### src/core/ssb_map.vh
// Register map, field positions and timing constants for the serial port core.
// Assumes a 32-bit classic Wishbone slave and a 40 MHz system clock.
// Contract
// - Configurable as serial master or slave.
// - Separate transmit and receive FIFOs, 16x8.
// - Frame size programmable from 4 to 16.
// - SPI, frame-pulse and half-duplex command formats.
// - Loopback routes transmit data into receiver.
// - Serial-to-parallel conversion; registers visible to software.
// - Prescaler divides by even value 2..254.
// - Second stage divides by one plus rate.
// - Bit clock is input over prescale times one plus rate.
// - Pins default GPIO except first port instance.
// - Four pins: clock, frame, receive, transmit.
// - Bit rates of 1.5 MHz and above.
// - Frames shift out most significant bit first.
// - Serial clock idles, toggles only during frames.
// - Four maskable events ORed into one interrupt.
`ifndef SSB_MAP_VH
`define SSB_MAP_VH

`define SSB_OFF_CTRL0     8'h00
`define SSB_OFF_CTRL1     8'h04
`define SSB_OFF_DATA      8'h08
`define SSB_OFF_STATUS    8'h0C
`define SSB_OFF_PRESCALE  8'h10
`define SSB_OFF_INT_STS   8'h14
`define SSB_OFF_INT_EN    8'h18
`define SSB_OFF_INT_CLR   8'h1C

`define SSB_CTRL0_RST     16'h0007
`define SSB_PRESCALE_RST  8'h02
`define SSB_PRESCALE_MIN  8'h02
`define SSB_SIZE_MIN      4'h3
`define SSB_SIZE_MAX      4'hF

`define SSB_FMT_SPI       2'b00
`define SSB_FMT_PULSE     2'b01
`define SSB_FMT_CMD       2'b10

`define SSB_C1_LOOP       0
`define SSB_C1_EN         1
`define SSB_C1_SLAVE      2
`define SSB_C1_ALT        3

`define SSB_INT_TX        0
`define SSB_INT_RX        1
`define SSB_INT_TO        2
`define SSB_INT_OVR       3

`define SSB_CMD_BITS      5'd8
`define SSB_CMD_CAP_START 5'd9
`define SSB_SVC_LEVEL     4'h4
`define SSB_RXTO_TICKS    8'd64

`define SSB_FIFO_DEPTH    4'h8
`define SSB_CLK_HZ        40000000
`define SSB_MIN_RATE_HZ   1500000

`endif

### src/core/ssb_fifo.v
// Sixteen-bit wide, eight-entry first-in first-out store built of flip-flops.
// Assumes the caller never pushes when full nor pops when empty.
`include "ssb_map.vh"

module ssb_fifo (
  input  wire        sys_clk,
  input  wire        rst,
  input  wire        push,
  input  wire [15:0] wdata,
  input  wire        pop,
  output wire [15:0] rdata,
  output wire        empty,
  output wire        full,
  output wire [3:0]  count
);
  reg  [15:0] mem_q [0:7];
  reg  [2:0]  wptr_q;
  reg  [2:0]  rptr_q;
  reg  [3:0]  cnt_q;

  genvar i;
  generate
    for (i = 0; i < 8; i = i + 1) begin : g_entry
      always @(posedge sys_clk) begin
        if (rst)
          mem_q[i] <= 16'h0000;
        else if (push && (wptr_q == i))
          mem_q[i] <= wdata;
      end
    end
  endgenerate

  always @(posedge sys_clk) begin
    if (rst) begin
      wptr_q <= 3'h0;
      rptr_q <= 3'h0;
      cnt_q  <= 4'h0;
    end else begin
      if (push)
        wptr_q <= wptr_q + 3'h1;
      if (pop)
        rptr_q <= rptr_q + 3'h1;
      if (push && !pop)
        cnt_q <= cnt_q + 4'h1;
      else if (pop && !push)
        cnt_q <= cnt_q - 4'h1;
    end
  end

  assign rdata = mem_q[rptr_q];
  assign empty = (cnt_q == 4'h0);
  assign full  = (cnt_q == `SSB_FIFO_DEPTH);
  assign count = cnt_q;
endmodule // ssb_fifo

### src/core/ssb_core.v
// Synchronous serial port core: Wishbone registers, bit-rate divider,
// frame engine for three formats, FIFOs and interrupt logic.
// Assumes pin inputs already synchronous to sys_clk; pad muxing is outside.
`include "ssb_map.vh"

module ssb_core #(
  parameter FIRST_PORT = 1
) (
  input  wire        sys_clk,
  input  wire        rst,
  input  wire        wb_cyc_i,
  input  wire        wb_stb_i,
  input  wire        wb_we_i,
  input  wire [7:0]  wb_adr_i,
  input  wire [3:0]  wb_sel_i,
  input  wire [31:0] wb_dat_i,
  output reg  [31:0] wb_dat_o,
  output reg         wb_ack_o,
  input  wire        serial_bit_clock_i,
  output reg         serial_bit_clock_o,
  output wire        serial_bit_clock_oe,
  input  wire        frame_select_i,
  output reg         frame_select_o,
  output wire        frame_select_oe,
  input  wire        serial_rx_in,
  output reg         serial_tx_out,
  output wire        alt_function_bit,
  output wire        irq
);
  localparam ST_IDLE = 2'b00;
  localparam ST_RUN  = 2'b01;
  localparam ST_GAP  = 2'b10;

  reg  [15:0] ctrl0_q;
  reg  [3:0]  ctrl1_q;
  reg  [7:0]  prescale_q;
  reg  [3:0]  int_sts_q;
  reg  [3:0]  int_en_q;
  reg  [1:0]  st_q;
  reg  [4:0]  pidx_q;
  reg         half_q;
  reg  [15:0] tx_sh_q;
  reg  [15:0] rx_sh_q;
  reg  [6:0]  pre_q;
  reg  [7:0]  rc_q;
  reg  [7:0]  to_cnt_q;
  reg         sclk_prev_q;

  wire        req     = wb_cyc_i & wb_stb_i;
  wire        wr      = req & wb_we_i & wb_ack_o;
  wire        rd_take = req & ~wb_we_i & ~wb_ack_o;
  wire [31:0] wmask   = {{8{wb_sel_i[3]}}, {8{wb_sel_i[2]}}, {8{wb_sel_i[1]}}, {8{wb_sel_i[0]}}};
  wire [31:0] wdat    = wb_dat_i & wmask;

  wire        enable  = ctrl1_q[`SSB_C1_EN];
  wire        slave   = ctrl1_q[`SSB_C1_SLAVE];
  wire        loop    = ctrl1_q[`SSB_C1_LOOP];
  wire [1:0]  fmt     = ctrl0_q[5:4];
  wire        ssf     = (fmt == `SSB_FMT_PULSE);
  wire        cmd     = (fmt == `SSB_FMT_CMD);
  wire        spi     = ~ssf & ~cmd;
  wire        pol     = spi & ctrl0_q[6];
  wire        late    = (spi & ctrl0_q[7]) | ssf;
  wire [7:0]  rate    = ctrl0_q[15:8];
  wire [3:0]  sz      = (ctrl0_q[3:0] < `SSB_SIZE_MIN) ? `SSB_SIZE_MIN : ctrl0_q[3:0];
  wire [4:0]  nbits   = {1'b0, sz} + 5'd1;
  wire [4:0]  cap_st  = cmd ? `SSB_CMD_CAP_START : {4'h0, ssf};
  wire [4:0]  total   = cap_st + nbits;
  wire [15:0] wmsk    = 16'hFFFF >> (`SSB_SIZE_MAX - sz);

  // FIFOs
  wire [15:0] tx_rdata;
  wire [15:0] rx_rdata;
  wire        tx_empty;
  wire        tx_full;
  wire        rx_empty;
  wire        rx_full;
  wire [3:0]  tx_cnt;
  wire [3:0]  rx_cnt;
  wire        tx_push = wr & (wb_adr_i == `SSB_OFF_DATA) & ~tx_full & (|wb_sel_i[1:0]);
  wire        rx_pop  = rd_take & (wb_adr_i == `SSB_OFF_DATA) & ~rx_empty;
  wire        tx_pop;
  wire        rx_push;
  wire [15:0] rx_word;

  ssb_fifo u_tx_fifo (
    .sys_clk (sys_clk),
    .rst     (rst),
    .push    (tx_push),
    .wdata   (wdat[15:0]),
    .pop     (tx_pop),
    .rdata   (tx_rdata),
    .empty   (tx_empty),
    .full    (tx_full),
    .count   (tx_cnt)
  );

  ssb_fifo u_rx_fifo (
    .sys_clk (sys_clk),
    .rst     (rst),
    .push    (rx_push & ~rx_full),
    .wdata   (rx_word),
    .pop     (rx_pop),
    .rdata   (rx_rdata),
    .empty   (rx_empty),
    .full    (rx_full),
    .count   (rx_cnt)
  );

  // Divider: each tick is one half bit period, prescale/2 * (1 + rate) sys clocks.
  // At 40 MHz the fastest setting gives 20 MHz, well above the 1.5 MHz floor.
  wire [6:0]  pre_end  = prescale_q[7:1] - 7'h01;
  wire        div_tick = (pre_q == pre_end) & (rc_q == rate);
  wire        m_start  = (st_q == ST_IDLE) & enable & ~slave & ~tx_empty;
  wire        sclk_rise = serial_bit_clock_i & ~sclk_prev_q;
  wire        s_start  = (st_q == ST_IDLE) & enable & slave &
                         (ssf ? (frame_select_i & sclk_rise) : ~frame_select_i);
  wire        start    = m_start | s_start;

  always @(posedge sys_clk) begin
    if (rst || !enable || start) begin
      pre_q <= 7'h00;
      rc_q  <= 8'h00;
    end else if (pre_q == pre_end) begin
      pre_q <= 7'h00;
      rc_q  <= (rc_q == rate) ? 8'h00 : rc_q + 8'h01;
    end else begin
      pre_q <= pre_q + 7'h01;
    end
  end

  // Frame engine, shared by master and slave: tick source, start condition, clock drive, abort and gap differ
  wire        tick     = slave ? (serial_bit_clock_i ^ sclk_prev_q) : div_tick;
  wire        running  = (st_q == ST_RUN);
  wire        lead_ev  = running & tick & ~half_q;
  wire        trail_ev = running & tick & half_q;
  wire        rx_bit   = loop ? serial_tx_out : serial_rx_in;
  wire        cap_ev   = (pidx_q >= cap_st) & (late ? trail_ev : lead_ev);
  wire        tx_ok    = (pidx_q >= {4'h0, ssf});
  wire        launch   = tx_ok & (late ? lead_ev : trail_ev);
  wire        last_ev  = trail_ev & (pidx_q == total - 5'd1);
  wire        s_abort  = slave & running & ~ssf & frame_select_i;
  wire [15:0] rx_next  = cap_ev ? {rx_sh_q[14:0], rx_bit} : rx_sh_q;
  wire [15:0] tx_word  = tx_empty ? 16'h0000 : tx_rdata;
  wire [15:0] tx_align = cmd ? {tx_word[7:0], 8'h00} : (tx_word << (`SSB_SIZE_MAX - sz));

  assign tx_pop  = start & ~tx_empty;
  assign rx_push = last_ev;
  assign rx_word = rx_next & wmsk;

  always @(posedge sys_clk) begin
    if (rst) begin
      st_q               <= ST_IDLE;
      pidx_q             <= 5'd0;
      half_q             <= 1'b0;
      tx_sh_q            <= 16'h0000;
      rx_sh_q            <= 16'h0000;
      serial_tx_out      <= 1'b0;
      serial_bit_clock_o <= 1'b0;
      frame_select_o     <= 1'b1;
      sclk_prev_q        <= 1'b0;
    end else begin
      sclk_prev_q <= serial_bit_clock_i;
      rx_sh_q     <= rx_next;
      case (st_q)
        ST_IDLE: begin
          serial_bit_clock_o <= pol;
          frame_select_o     <= ~ssf;
          serial_tx_out      <= 1'b0;
          pidx_q             <= 5'd0;
          half_q             <= s_start & ssf;
          if (start) begin
            st_q    <= ST_RUN;
            rx_sh_q <= 16'h0000;
            if (~late) begin
              serial_tx_out <= tx_align[15];
              tx_sh_q       <= tx_align << 1;
            end else begin
              tx_sh_q <= tx_align;
            end
            if (~ssf)
              frame_select_o <= 1'b0;
          end
        end
        ST_RUN: begin
          if (tick) begin
            half_q <= ~half_q;
            if (!slave)
              serial_bit_clock_o <= ~serial_bit_clock_o;
            if (half_q)
              pidx_q <= pidx_q + 5'd1;
          end
          if (launch) begin
            serial_tx_out <= tx_sh_q[15];
            tx_sh_q       <= tx_sh_q << 1;
          end
          if (ssf && lead_ev)
            frame_select_o <= (pidx_q == 5'd0);
          if (last_ev || s_abort) begin
            st_q           <= ST_GAP;
            frame_select_o <= ~ssf;
          end
        end
        ST_GAP: begin
          serial_bit_clock_o <= pol;
          // One idle half period keeps the frame select high between SPI frames
          if (tick || slave)
            st_q <= ST_IDLE;
        end
        default: st_q <= ST_IDLE;
      endcase
      if (!enable) begin
        st_q               <= ST_IDLE;
        serial_bit_clock_o <= pol;
      end
    end
  end

  // Clock and frame pins are only driven when the pad is given to this port, master mode runs and loopback is off
  assign serial_bit_clock_oe = alt_function_bit & enable & ~slave & ~loop;
  assign frame_select_oe     = alt_function_bit & enable & ~slave & ~loop;
  assign alt_function_bit    = ctrl1_q[`SSB_C1_ALT];

  // Interrupt events
  wire [3:0] ev;
  assign ev[`SSB_INT_TX]  = (tx_cnt <= `SSB_SVC_LEVEL);
  assign ev[`SSB_INT_RX]  = (rx_cnt >= `SSB_SVC_LEVEL);
  assign ev[`SSB_INT_TO]  = (to_cnt_q == `SSB_RXTO_TICKS - 8'd1) & div_tick;
  assign ev[`SSB_INT_OVR] = rx_push & rx_full;

  always @(posedge sys_clk) begin
    if (rst || (st_q != ST_IDLE) || rx_empty)
      to_cnt_q <= 8'h00;
    else if (div_tick && (to_cnt_q != `SSB_RXTO_TICKS))
      to_cnt_q <= to_cnt_q + 8'h01;
  end

  assign irq = |(int_sts_q & int_en_q);

  // Register file
  wire clr_wr = wr & (wb_adr_i == `SSB_OFF_INT_CLR);

  always @(posedge sys_clk) begin
    if (rst) begin
      ctrl0_q    <= `SSB_CTRL0_RST;
      ctrl1_q    <= {(FIRST_PORT != 0), 3'b000};
      prescale_q <= `SSB_PRESCALE_RST;
      int_en_q   <= 4'h0;
      int_sts_q  <= 4'h0;
    end else begin
      // Hardware set wins over a clear in the same cycle
      int_sts_q <= (int_sts_q & ~(clr_wr ? wdat[3:0] : 4'h0)) | ev;
      if (wr) begin
        case (wb_adr_i)
          `SSB_OFF_CTRL0:
            ctrl0_q <= (ctrl0_q & ~wmask[15:0]) | wdat[15:0];
          `SSB_OFF_CTRL1:
            if (wb_sel_i[0])
              ctrl1_q <= wdat[3:0];
          `SSB_OFF_PRESCALE:
            if (wb_sel_i[0])
              prescale_q <= (wdat[7:0] < `SSB_PRESCALE_MIN) ? `SSB_PRESCALE_MIN
                            : {wdat[7:1], 1'b0};
          `SSB_OFF_INT_EN:
            if (wb_sel_i[0])
              int_en_q <= wdat[3:0];
          default: ;
        endcase
      end
    end
  end

  // Bus answer: ack one cycle after the request, read data registered with it
  always @(posedge sys_clk) begin
    if (rst) begin
      wb_ack_o <= 1'b0;
      wb_dat_o <= 32'h0000_0000;
    end else begin
      wb_ack_o <= req & ~wb_ack_o;
      if (rd_take) begin
        case (wb_adr_i)
          `SSB_OFF_CTRL0:    wb_dat_o <= {16'h0000, ctrl0_q};
          `SSB_OFF_CTRL1:    wb_dat_o <= {28'h000_0000, ctrl1_q};
          `SSB_OFF_DATA:     wb_dat_o <= {16'h0000, rx_empty ? 16'h0000 : rx_rdata};
          `SSB_OFF_STATUS:   wb_dat_o <= {27'h000_0000, (st_q != ST_IDLE), rx_full,
                                          ~rx_empty, ~tx_full, tx_empty};
          `SSB_OFF_PRESCALE: wb_dat_o <= {24'h00_0000, prescale_q};
          `SSB_OFF_INT_STS:  wb_dat_o <= {28'h000_0000, int_sts_q};
          `SSB_OFF_INT_EN:   wb_dat_o <= {28'h000_0000, int_en_q};
          default:           wb_dat_o <= 32'h0000_0000;
        endcase
      end
    end
  end
endmodule // ssb_core

### config.mk
export PLATFORM = sky130hd
export DESIGN_NAME = ssb_core
export DESIGN_NICKNAME = d
export VERILOG_FILES = /design/src/core/ssb_fifo.v /design/src/core/ssb_core.v
export VERILOG_INCLUDE_DIRS = /design/src /design/src/core
export SDC_FILE = /design/constraint.sdc
export NUM_CORES = 1
export LEC_CHECK = 0
export BUFFER_PORTS_ARGS = -buffer_cell sky130_fd_sc_hd__clkbuf_2
export CORE_MARGIN = 4
export CORE_UTILIZATION = 60
export CTS_CLUSTER_DIAMETER = 60
export CTS_CLUSTER_SIZE = 28
export DETAILED_ROUTE_END_ITERATION = 12
export PLACE_DENSITY = 0.78
export SYNTH_ARGS = -nofsm -noshare
export SYNTH_HDL_FRONTEND = slang
export SYNTH_HIERARCHICAL = 1
export SYNTH_SLANG_ARGS = --single-unit
### constraint.sdc
create_clock -name sys_clk -period 11.4 [get_ports sys_clk]
set_input_delay 1.14 -clock sys_clk [delete_from_list [all_inputs] [get_ports sys_clk]]
set_output_delay 1.14 -clock sys_clk [all_outputs]
set_load 0.02 [all_outputs]
# After elaboration in Yosys (flattened, before gate mapping)
# Memories as Yosys holds them, arrays and structs flattened. A register that Yosys moved wholly into a read port is not among the register bits.
# Cells that the tools add are included.
[totals]
mem_bits_ro = 0
output_inout_bits = 40
n_memories = 2
latch_bits = 0
mem_bits_rw = 256
input_bits = 52
elab_cells = 354
ff_bits = 156
[memory_table]
columns = ["memory", "words", "word_bits", "rd", "rd_clocked_by_memory_dff", "write_ports", "line", "source"]
rows = [
  ["u_rx_fifo.mem_q", 8, 16, 1, 1, 8, "ssb_fifo.v:16", "reg [15:0] mem_q [0:7];"],
  ["u_tx_fifo.mem_q", 8, 16, 1, 1, 8, "ssb_fifo.v:16", ""],
]
[op_classes]
n_eq_ne = 42
n_reduce_logical = 60
addsub = 17
bitwise_logic = 83
n_shift = 2
order_cmp = 6
mul = 0
n_mux = 117
div = 0
[ops]
columns = ["operator", "count"]
rows = [
  ["16-bit two-way mux", 25],
  ["16-bit one-hot mux with 7 select lines", 1],
  ["1-bit two-way mux", 66],
  ["16-bit AND", 3],
  ["1-bit AND", 40],
  ["8-bit by 5-bit equality test with 1-bit output (second input constant)", 4],
  ["16-bit one-hot mux with 2 select lines", 1],
  ["4-bit two-way mux", 7],
  ["3-bit equality test (second input constant)", 8],
  ["1-bit logical AND", 22],
  ["3-bit AND reduction", 7],
  ["1-bit OR", 18],
  ["8-bit by 1-bit adder with 8-bit output (second input constant)", 2],
  ["8-bit by 4-bit equality test with 1-bit output (second input constant)", 2],
  ["8-bit two-way mux", 2],
  ["16-bit inverter", 1],
  ["16-bit OR", 1],
  ["16-bit by 4-bit << shifter with 16-bit output", 1],
  ["16-bit by 4-bit right shift with 16-bit output (first input constant)", 1],
  ["1-bit inverter", 15],
  ["3-bit by 1-bit adder with 3-bit output (second input constant)", 4],
  ["3-bit by 2-bit equality test with 1-bit output (second input constant)", 4],
  ["3-bit two-way mux", 4],
  ["5-bit two-way mux", 2],
  ["49 further kinds", 86],
]

# Depth between registers and ports, before layout
# Gate-level depths: netlist of the first run.
[depth]
ltp_word = 13
mapped_depth = 19
depth_no_buf = 17

# Cells and area by module
# The synthesis of the first run kept the hierarchy.
[by_module_without_submodules]
columns = ["module", "cells_each", "seq_area_each_um2", "n_inst", "area_each_um2"]
rows = [
  ["ssb_core", 950, 2382.3, 1, 7606.0],
  ["ssb_fifo (u_tx_fifo)", 410, 4103.9, 1, 6542.5],
  ["ssb_fifo (u_rx_fifo)", 410, 4103.9, 1, 6540.0],
]

# Least setup slack after synthesis of the first run
# OpenSTA, ideal clock, no wires.
[synth_path]
path_type = "register to register"
startpoint = "register (tool-made name)"
endpoint = "register u_rx_fifo.cnt_q[3], in the netlist u_rx_fifo/count[3]"
period_less_slack_ns = 4.191
setup_time_ns = 0.121
path_buffers = 3
stages_incl_launch_ff = 20
arrival_ns = 4.070
setup_slack_ns = 7.209
t_required_ns = 11.279
cell_sequence = "dfxtp_1 clkbuf_1 o21ba_2 clkbuf_1 inv_1 buf_2 ha_1 ha_1 xnor2_1 xnor2_1 nor4_1 nand2_1 nor3_1 ha_1 inv_1 ha_1 a21oi_1 a211oi_1 a31oi_1 mux2_2"
[synth_lines]
columns = ["element", "line", "source"]
rows = [
  ["to (signal assigned)", "ssb_fifo.v:44", "cnt_q <= cnt_q + 4'h1;"],
  ["to (signal assigned)", "ssb_fifo.v:46", "cnt_q <= cnt_q - 4'h1;"],
  ["to (decl)", "ssb_fifo.v:19", "reg [3:0] cnt_q;"],
]

==> results of run 1 <==
power groups by stage:
stage               Combinational (mW)  Clock, mW  Sequential, mW
floorplan                       0.0625          0            1.62
global placement                0.0942          0            1.62
detailed placement              0.0957          0            1.62
CTS                             0.0962       1.17            1.59
global route                     0.103       1.22            1.59
finish                          0.0976       1.16            1.59
registers in the layout, summed over array words and instances (netlist names), 4 cells and up, named ones only:
signal	cells
int_en_q	4
ctrl1_q	4
rx_sh_q	15
tx_sh_q	16
int_sts_q	4
u_tx_fifo/mem_q	128
pidx_q	5
u_rx_fifo/count	4
rc_q	8
to_cnt_q	8
u_rx_fifo/mem_q	128
prescale_q	7
wb_dat_o	16
pre_q	7
u_tx_fifo/count	4
final timing paths:
check                                             start                                   to  slack, ns  cells after the start
worst max-delay path                               flop  u_rx_fifo/mem_q[0][7]$_SDFFCE_PN0P_       5.92                     13
worst min-delay path            tx_sh_q[0]$_SDFFE_PP0P_              tx_sh_q[0]$_SDFFE_PP0P_       0.47                      2
worst max register to register                     flop  u_rx_fifo/mem_q[0][7]$_SDFFCE_PN0P_       5.92                     13
worst min register to register  tx_sh_q[0]$_SDFFE_PP0P_              tx_sh_q[0]$_SDFFE_PP0P_       0.47                      2
cell families (layout without fill, tap and decap cells):
| group | count (synthesis) | count (layout) | share of synthesized area (%) |
|---|---|---|---|
| AO/OA/AOI/OAI | 272 | 272 | 9.54 |
| XOR/XNOR | 53 | 53 | 2.31 |
| adder cells (fa/ha/maj) | 38 | 38 | 2.37 |
| buffers and inverters | 185 | 167 | 4.13 |
| flip-flops | 401 | 401 | 51.2 |
| multiplexers | 160 | 160 | 13.0 |
| other | 1 | 17 | 0.0181 |
| AND/OR/NAND/NOR | 660 | 660 | 17.5 |
per-layer routing:
layer / wire length, um / vias up
met3: 4170 / 95
met2: 24000 / 638
met1: 21200 / 7061
li1: - / 6555
met4: 1780 / 0
met5: 0 / -
cell type report:
class	count	area, um^2	share of cell area, %
antenna	1	2.50	0.0113
clock buffer	31	776	3.51
clock inverter	25	333	1.50
inverter	41	154	0.696
multi-input combinational	1199	9320	42.1
sequential	401	10600	47.9
tap	448	561	2.53
timing repair buffer	70	385	1.74
per-stage QoR:
stage	std cells	power [mW]	utilization (%)	setup WS (ns)
after floorplan	1785	1.68	-	7.21
after global placement	2159	1.71	62.2	6.16
after detailed placement	2159	1.72	62.2	6.09
after CTS	2215	2.86	65.5	6.07
after global routing	2215	2.92	65.5	5.62
final	2216	2.84	65.5	5.92
worst reg2reg max path, delay by kind of cell (launching register included):
kind / cells / cell delay, ns
compound gates: 1 / 0.36
xor+xnor: 1 / 0.17
fa+ha+maj: 2 / 0.51
buf+inv: 2 / 0.69
flops: 1 / 1.00
simple gates: 7 / 2.63
placed cells by master, fill, tap and decap left out, drive strengths merged, types with 36 or more instances in the layout:
cell    instances
a21oi          50
mux2           45
and3          110
and2          173
ha             36
dfxtp         145
edfxtp        256
clkbuf         87
mux2i          50
nor2          127
mux4           65
inv            56
nand2          90
==> results.cfg, run 1 <==
[run_status]
outcome = complete, no violations

[yosys]
yosys-top-cells-area = edfxtp_1 (37%), dfxtp_1 (14%), mux4_1 (7.1%)
synth_ff_type = edfxtp_1
synth_cell_types = 92
synth_cells = 1770
synth_area_mm2 = 0.0207
yosysTopAreaCell = edfxtp_1
postSynthAreaPerCell_um2 = 11.7
synth-seq-cells = 401
netlist.area_leader.share_pct = 37.2
yosysWarnings = 6
ys_seq_area_share_pct = 51.2
synth.top_cells.by_count = edfxtp_1 (256), and2_1 (173), dfxtp_1 (145)
synth_most_common_cell = edfxtp_1
async_flop_share_pct = 0
synth-edff-count = 256

[global_routing]
met3_usage_pct = 3.82
grt_pass1_vias = 14100
antenna_found_initial = 0
busiest_layer = met2
grt_use_met1_pct = 37.5
grt.total_usage_pct = 26.5
use_met2_pct = 43.2
grt_pass1_wl_um = 79500
gr-total-overflow = 0
grt_max_degree = 83

[routing]
drc = 0
drtIter0Drc = 1420
vias = 14300
routed_wirelength_um = 51100
wire_per_inst_um = 23.1
viasPerCell = 6.48
first_pass_iters = 5
ant_nets = 0

[cts]
post-cts-setup-buffers = 0
cts_max_level = 1
ctsHoldBuffers = 0
cts_buffers = 30
post_cts_resized = 0
clockBufferDepth = 3
cts.clk_slew.worst_paths_ns = 0.08
tritoncts = built
cts.root.buffer_cell = clkbuf_16
cts.sinks = 401
insertion_delay_ns = 0.60

[place]
port_buffers = 57
dpl_cell_area_mm2 = 0.0210
dp.final_hpwl_um = 34300
globalplace.congestion = 0.928

[setup_path]
critical_path.cell_chain = o21ba_2 -> inv_1 -> ha_1 -> ha_1 -> xnor2_1 -> nand3_1 -> nor4_1 -> nand2_1 -> nor3_1 -> buf_4 -> nor2b_2 -> and2b_1 -> and3_1
cp_slowest_cell = dfxtp_1
crit_path_start_kind = flop
worst-path-max-fanout = 48
slowest_delay_ns = 1.00
crit_path_frequent_cell = ha_1
cp-end-kind = flop
critical_path.top_delay_family = simple AND/OR/NAND/NOR gates
criticalPathCategory = reg2reg
path_buf_inv = 2
arrival_ns = 5.93
crit_required_ns = 11.85

[pwr]
intPower_mw = 2.16
comb_power_share_pct = 3.4
p_per_area_mw_per_mm2 = 128
clockPowerShare_pct = 40.7
peakVddDrop_mv = 0.134
p_leak_nw = 8.30
swShare_pct = 24.1
p_seq_share_pct = 55.9
p_sw_mw = 0.683

[sta]
period_share_pct = 48.0
report.final.slew_viol_count = 0
rsz0062_at_grt = false
worst_slew_pin_slew_ns = 1.40
timing.fmax_ghz = 0.183
setup_viol = 0
min_period_ns = 5.48
tns_ns = 0
slew_headroom_pct = 6.47
finalHoldViolations = 0
skew_ns = 0.0259
whs_ns = 0.474

[cells_and_area]
area_growth_pct = 6.94
nNetsFinal = 1833
fillers = 2505
design_area_mm2 = 0.0221
drive_above_1_share_pct = 12.3

[floorplanning]
rows = 67
die_y_um = 194
initial_core_util_pct = 61.2
core_area_mm2 = 0.0338
io_pins = 92
die_w_um = 194
dieArea_mm2 = 0.0375

[job]
cap_viol_max_count = 0

[worst_hold_path]
min_path_type = reg2reg
Power figures use the tool's default switching activity.
==> run 2, diff against run 1 <==
Settings changed: ABC_AREA set to 1, CORE_UTILIZATION 60 to 56, PLACE_DENSITY 0.78 to 0.76.
Clock period 11.4 ns to 4.8 ns, I/O delays scaled along.
==> run 2 against run 1 <==
Against the previous run:
- utilization decreased by 5.1 points
- worst hold slack worse by 0.39 ns
- highest routed layer unchanged
- register-to-register slack got worse by 5.2 ns
- critical endpoint is now u_rx_fifo/count[3]$_SDFFE_PP0P_
==> results.cfg, run 2 <==
[run_status]
outcome = complete, no violations

[routing]
wire_per_inst_um = 17.7
drc = 0
ant_nets = 0
vias = 16900
routed_wirelength_um = 53600
first_pass_iters = 6
drtIter0Drc = 1442
viasPerCell = 5.59

[cells_and_area]
mostFrequentLayoutCells = nor2_1 (666), nand2_1 (478), edfxtp_1 (256)
nNetsFinal = 2621
area_growth_pct = 6.59
reg.largest.list = u_rx_fifo/mem_q: 128 flops, u_tx_fifo/mem_q: 128 flops
layout_commonest_cell = nor2_1
n_antenna_cell = 0
drive_above_1_share_pct = 8.06
final_util_pct = 60.4

[cts]
tritoncts = built
cts.sinks = 401
cts_max_level = 1
post-cts-setup-buffers = 0
insertion_delay_ns = 0.60
ctsHoldBuffers = 0
cts.root.buffer_cell = clkbuf_16
clockBufferDepth = 3
cts_buffers = 31
cts.clk_slew.worst_paths_ns = 0.08
post_cts_resized = 0

[sta]
report.final.slew_viol_count = 0
period_share_pct = 85.7
slew_headroom_pct = 26.5
worst_slew_pin_slew_ns = 1.09
setup_viol = 0
skew_ns = 0.0226
timing.fmax_ghz = 0.243
rsz0062_at_grt = false
tns_ns = 0
min_period_ns = 4.11
finalHoldViolations = 0

[pwr]
p_per_area_mw_per_mm2 = 305
swShare_pct = 23.7
comb_power_share_pct = 3.5
clockPowerShare_pct = 40.3
p_sw_mw = 1.59
p_seq_share_pct = 56.1
peakVddDrop_mv = 0.265
intPower_mw = 5.12
power_mw = 6.71
p_leak_nw = 8.82

[yosys]
synth_most_common_cell = nor2_1
yosysWarnings = 6
ys_seq_area_share_pct = 51.3
synth-seq-cells = 401
netlist.area_leader.share_pct = 37.3
synth_cells = 2537
synth_cell_types = 57
yosysTopAreaCell = edfxtp_1
synth_ff_type = edfxtp_1
yosys-top-cells-area = edfxtp_1 (37%), dfxtp_1 (14%), nor2_1 (12%)
synth_area_mm2 = 0.0206
postSynthAreaPerCell_um2 = 8.13
synth-edff-count = 256
async_flop_share_pct = 0
synth.top_cells.by_count = nor2_1 (667), nand2_1 (478), edfxtp_1 (256)

[floorplanning]
rows = 70
die_y_um = 200
initial_core_util_pct = 56.6
io_pins = 92
core_area_mm2 = 0.0364
dieArea_mm2 = 0.0400
die_w_um = 200

[global_routing]
grt_pass1_wl_um = 84100
grt.total_usage_pct = 26.3
antenna_found_initial = 0
gr-total-overflow = 0
grt_max_degree = 65
grt_pass1_vias = 16000

[place]
globalplace.congestion = 0.964
port_buffers = 57
dp.final_hpwl_um = 36900

[setup_path]
cp-end-kind = flop
crit_path_frequent_cell = nand3_1
path_buf_inv = 4
crit_required_ns = 5.28
critical_path.cell_chain = nor2_1 -> nor2_1 -> inv_1 -> ha_1 -> xnor2_1 -> xor2_1 -> nand3_1 -> nor2_1 -> nand3_1 -> nor2_2 -> buf_4 -> ha_1 -> inv_1 -> ha_1 -> or2_2 -> nand3_1 -> nand3_1 -> nand2_1 -> inv_1
cp_slowest_cell = dfxtp_1
worst-path-max-fanout = 22
critical_path.top_delay_family = simple AND/OR/NAND/NOR gates
slowest_delay_ns = 0.69
criticalPathCategory = reg2reg
crit_path_start_kind = flop
arrival_ns = 4.60

[job]
cap_viol_max_count = 0

[worst_hold_path]
min_path_type = in2reg
## run 2: changes by cell type after synthesis, sizes merged, moves of 65 or more
| cell | change |
|---|---|
| and2 | -171 |
| and3 | -108 |
| inv | +180 |
| mux4 | -65 |
| nand2 | +394 |
| nor2 | +564 |
| o21ai | +211 |
## run 2: worst paths after layout
kind / endpoint / depth (start not counted) / start / slack (ns)
setup reg to reg: u_rx_fifo/count[3]$_SDFFE_PP0P_ / 19 / flop / 0.69
setup / recovery: u_rx_fifo/count[3]$_SDFFE_PP0P_ / 19 / flop / 0.69
hold / removal: sclk_prev_q$_SDFF_PP0_ / 3 / serial_bit_clock_i / 0.09
hold reg to reg: wb_dat_o[10]$_SDFFE_PP0P_ / 2 / wb_dat_o[10]$_SDFFE_PP0P_ / 0.47
## run 2: final cells by class
cell class,count,area (um^2)
sequential,401,10600
clock inverter,24,274
clock buffer,33,793
inverter,225,847
fill,3202,14400
tap,468,586
timing repair buffer,77,435
multi-input combinational,1795,8460
## run 2: cells by family (layout without fill, tap and decap cells)
| group | Yosys count | after routing | synth area share [%] |
|---|---|---|---|
| AOI/OAI and AO/OA | 386 | 386 | 10.0 |
| xor gates and xnor gates | 25 | 25 | 1.06 |
| adders and majority gates | 38 | 38 | 2.38 |
| buffers and inverters | 356 | 359 | 7.99 |
| DFF | 401 | 401 | 51.3 |
| muxes | 4 | 4 | 0.200 |
| other | 1 | 16 | 0.0182 |
| and+or+nand+nor | 1326 | 1326 | 27.0 |
## run 2: power groups by stage
stage	Clock (mW)	Sequential, mW	Combinational, mW
2_1_floorplan	0	3.84	0.158
3_3_place_gp	0	3.84	0.230
3_5_place_dp	0	3.85	0.235
4_1_cts	2.76	3.77	0.236
5_1_grt	2.90	3.77	0.259
6_report	2.71	3.77	0.238
## run 2: per-stage QoR
stage / hold slack, ns / worst slack (ns) / area (um^2) / cells
after floorplan: 0.436 / 1.34 / 20700 / 2552
after global placement: 0.449 / 0.869 / 20900 / 2966
after detailed placement: 0.457 / 0.791 / 20900 / 2966
after CTS: 0.0672 / 0.753 / 22000 / 3023
after global routing: 0.106 / 0.318 / 22000 / 3023
final: 0.0884 / 0.688 / 22000 / 3023
## run 2: metal layers
metal,GRT usage [%],share of wire (%),vias to the layer above
li1,-,-,8214
met1,35.3,42,7992
met2,45.5,49,584
met3,2.79,6.6,96
met4,7.90,2.9,0
met5,0,0,-
## run 2: worst register-to-register path: stages, from the launching register on
cell	delay, ns
dfxtp_1	0.69
nor2_1	0.17
nor2_1	0.16
inv_1	0.18
ha_1	0.29
xnor2_1	0.19
xor2_1	0.16
nand3_1	0.09
nor2_1	0.14
nand3_1	0.19
nor2_2	0.12
buf_4	0.35
ha_1	0.26
inv_1	0.10
ha_1	0.33
or2_2	0.32
nand3_1	0.09
nand3_1	0.08
nand2_1	0.06
inv_1	0.04
==> run 3, diff against run 2 <==
Settings changed: CORE_MARGIN 4 to not set.
==> run 3 against run 2 <==
Against the previous run:
- setup slack lost 0.030 ns
- non-clock buffer count decreased by 2
- register-to-register slack got worse by 0.03 ns
- utilization increased by 1.1 points
- largest power group unchanged
- highest routed layer unchanged
==> results.cfg, run 3 (synthesis results as in run 2) <==
[cells_and_area]
drive_above_1_share_pct = 8.03
n_antenna_cell = 0
layout.cells.non_filler = 3014
nNetsFinal = 2619
reg.largest.list = u_rx_fifo/mem_q: 128 flops, u_tx_fifo/mem_q: 128 flops
mostFrequentLayoutCells = nor2_1 (666), nand2_1 (478), edfxtp_1 (256)
layout_commonest_cell = nor2_1
area_growth_pct = 7.00

[cts]
cts.clk_slew.worst_paths_ns = 0.09
insertion_delay_ns = 0.62
cts_buffers = 31
post-cts-setup-buffers = 0
cts.sinks = 401
tritoncts = built
ctsHoldBuffers = 0
cts_max_level = 1
post_cts_resized = 0
cts.root.buffer_cell = clkbuf_16
clockBufferDepth = 3

[sta]
whs_ns = 0.0824
min_period_ns = 4.14
worst_slew_pin_slew_ns = 1.05
setup_viol = 0
slew_headroom_pct = 29.1
timing.fmax_ghz = 0.241
report.final.slew_viol_count = 0
rsz0062_at_grt = false
tns_ns = 0
finalHoldViolations = 0
period_share_pct = 86.3
skew_ns = 0.0345

[floorplanning]
io_pins = 92
die_y_um = 194
core_area_mm2 = 0.0359
initial_core_util_pct = 57.4
dieArea_mm2 = 0.0376
die_w_um = 194
rows = 69

[place]
dp.final_hpwl_um = 37300
dp.cells = 2957
globalplace.congestion = 0.945
port_buffers = 57

[setup_path]
slowest_delay_ns = 0.68
crit_path_start_kind = flop
worst-path-max-fanout = 21
cp-end-kind = flop
crit_required_ns = 5.02
criticalPathCategory = reg2reg
critical_path.top_delay_family = simple AND/OR/NAND/NOR gates
critical_path.cell_chain = nor2_1 -> nor2_1 -> buf_4 -> inv_1 -> ha_1 -> xnor2_1 -> xor2_1 -> nand3_1 -> nor2_1 -> nand3_1 -> nor2_2 -> buf_4 -> nand3_1 -> nand2_1
path_buf_inv = 3
cp_slowest_cell = dfxtp_1
arrival_ns = 4.36

[job]
cap_viol_max_count = 0

[global_routing]
antenna_found_initial = 0
grt_max_degree = 65
grt.total_usage_pct = 28.7
gr-total-overflow = 0
grt_pass1_vias = 16000
grt_pass1_wl_um = 85300

[worst_hold_path]
min_path_type = in2reg

[pwr]
peakVddDrop_mv = 0.275
p_per_area_mw_per_mm2 = 312
p_leak_nw = 8.85

[routing]
wire_per_inst_um = 17.9
drtIter0Drc = 1530
routed_wirelength_um = 54000
first_pass_iters = 6
viasPerCell = 5.61
ant_nets = 0
vias = 16900
drc = 0

[run_status]
outcome = complete, no violations
==> run 3: layout make-up <==
cell class	instances	area, um^2
sequential	401	10600
clock buffer	31	776
tap	461	577
fill	3102	13800
inverter	225	847
timing repair buffer	75	420
clock inverter	26	400
multi-input combinational	1795	8460
==> run 3: worst min-delay path, cell delays in order <==
cell	delay, ns
clkbuf_2	0.09
inv_1	0.05
nor2_1	0.03
==> run 3: where the power goes <==
group	internal [mW]	total, mW	switching, mW	leakage [nW]
Clock	1.35	2.89	1.54	0.567
Sequential	3.74	3.77	0.0240	3.72
Combinational	0.0458	0.235	0.190	4.57
==> run 3: worst paths after layout <==
kind | from | to | slack, ns | depth (start not counted)
max | flop | u_rx_fifo/mem_q[2][14]$_SDFFCE_PN0P_ | 0.66 | 14
min | serial_bit_clock_i | sclk_prev_q$_SDFF_PP0_ | 0.08 | 3
max reg2reg | flop | u_rx_fifo/mem_q[2][14]$_SDFFCE_PN0P_ | 0.66 | 14
min reg2reg | wb_dat_o[14]$_SDFFE_PP0P_ | wb_dat_o[14]$_SDFFE_PP0P_ | 0.47 | 2
==> run 3: layer usage <==
metal	vias to the layer above	GRT usage [%]	share of wire, %
met1	7943	37.9	41
li1	8220	-	-
met5	-	0	0
met3	120	3.03	6.8
met4	0	9.88	3.6
met2	618	49.4	49
==> run 3: through the flow <==
stage                     setup slack (ns)  total power, mW  utilization, %  instance area, um^2
final                                0.658             6.89            61.5                22100
after global routing                 0.254             7.07            61.5                22100
after CTS                            0.704             6.92            61.5                22100
after detailed placement             0.760             4.08            58.2                20900
after global placement               0.788             4.07            58.2                20900
after floorplan                       1.34             4.00               -                20700
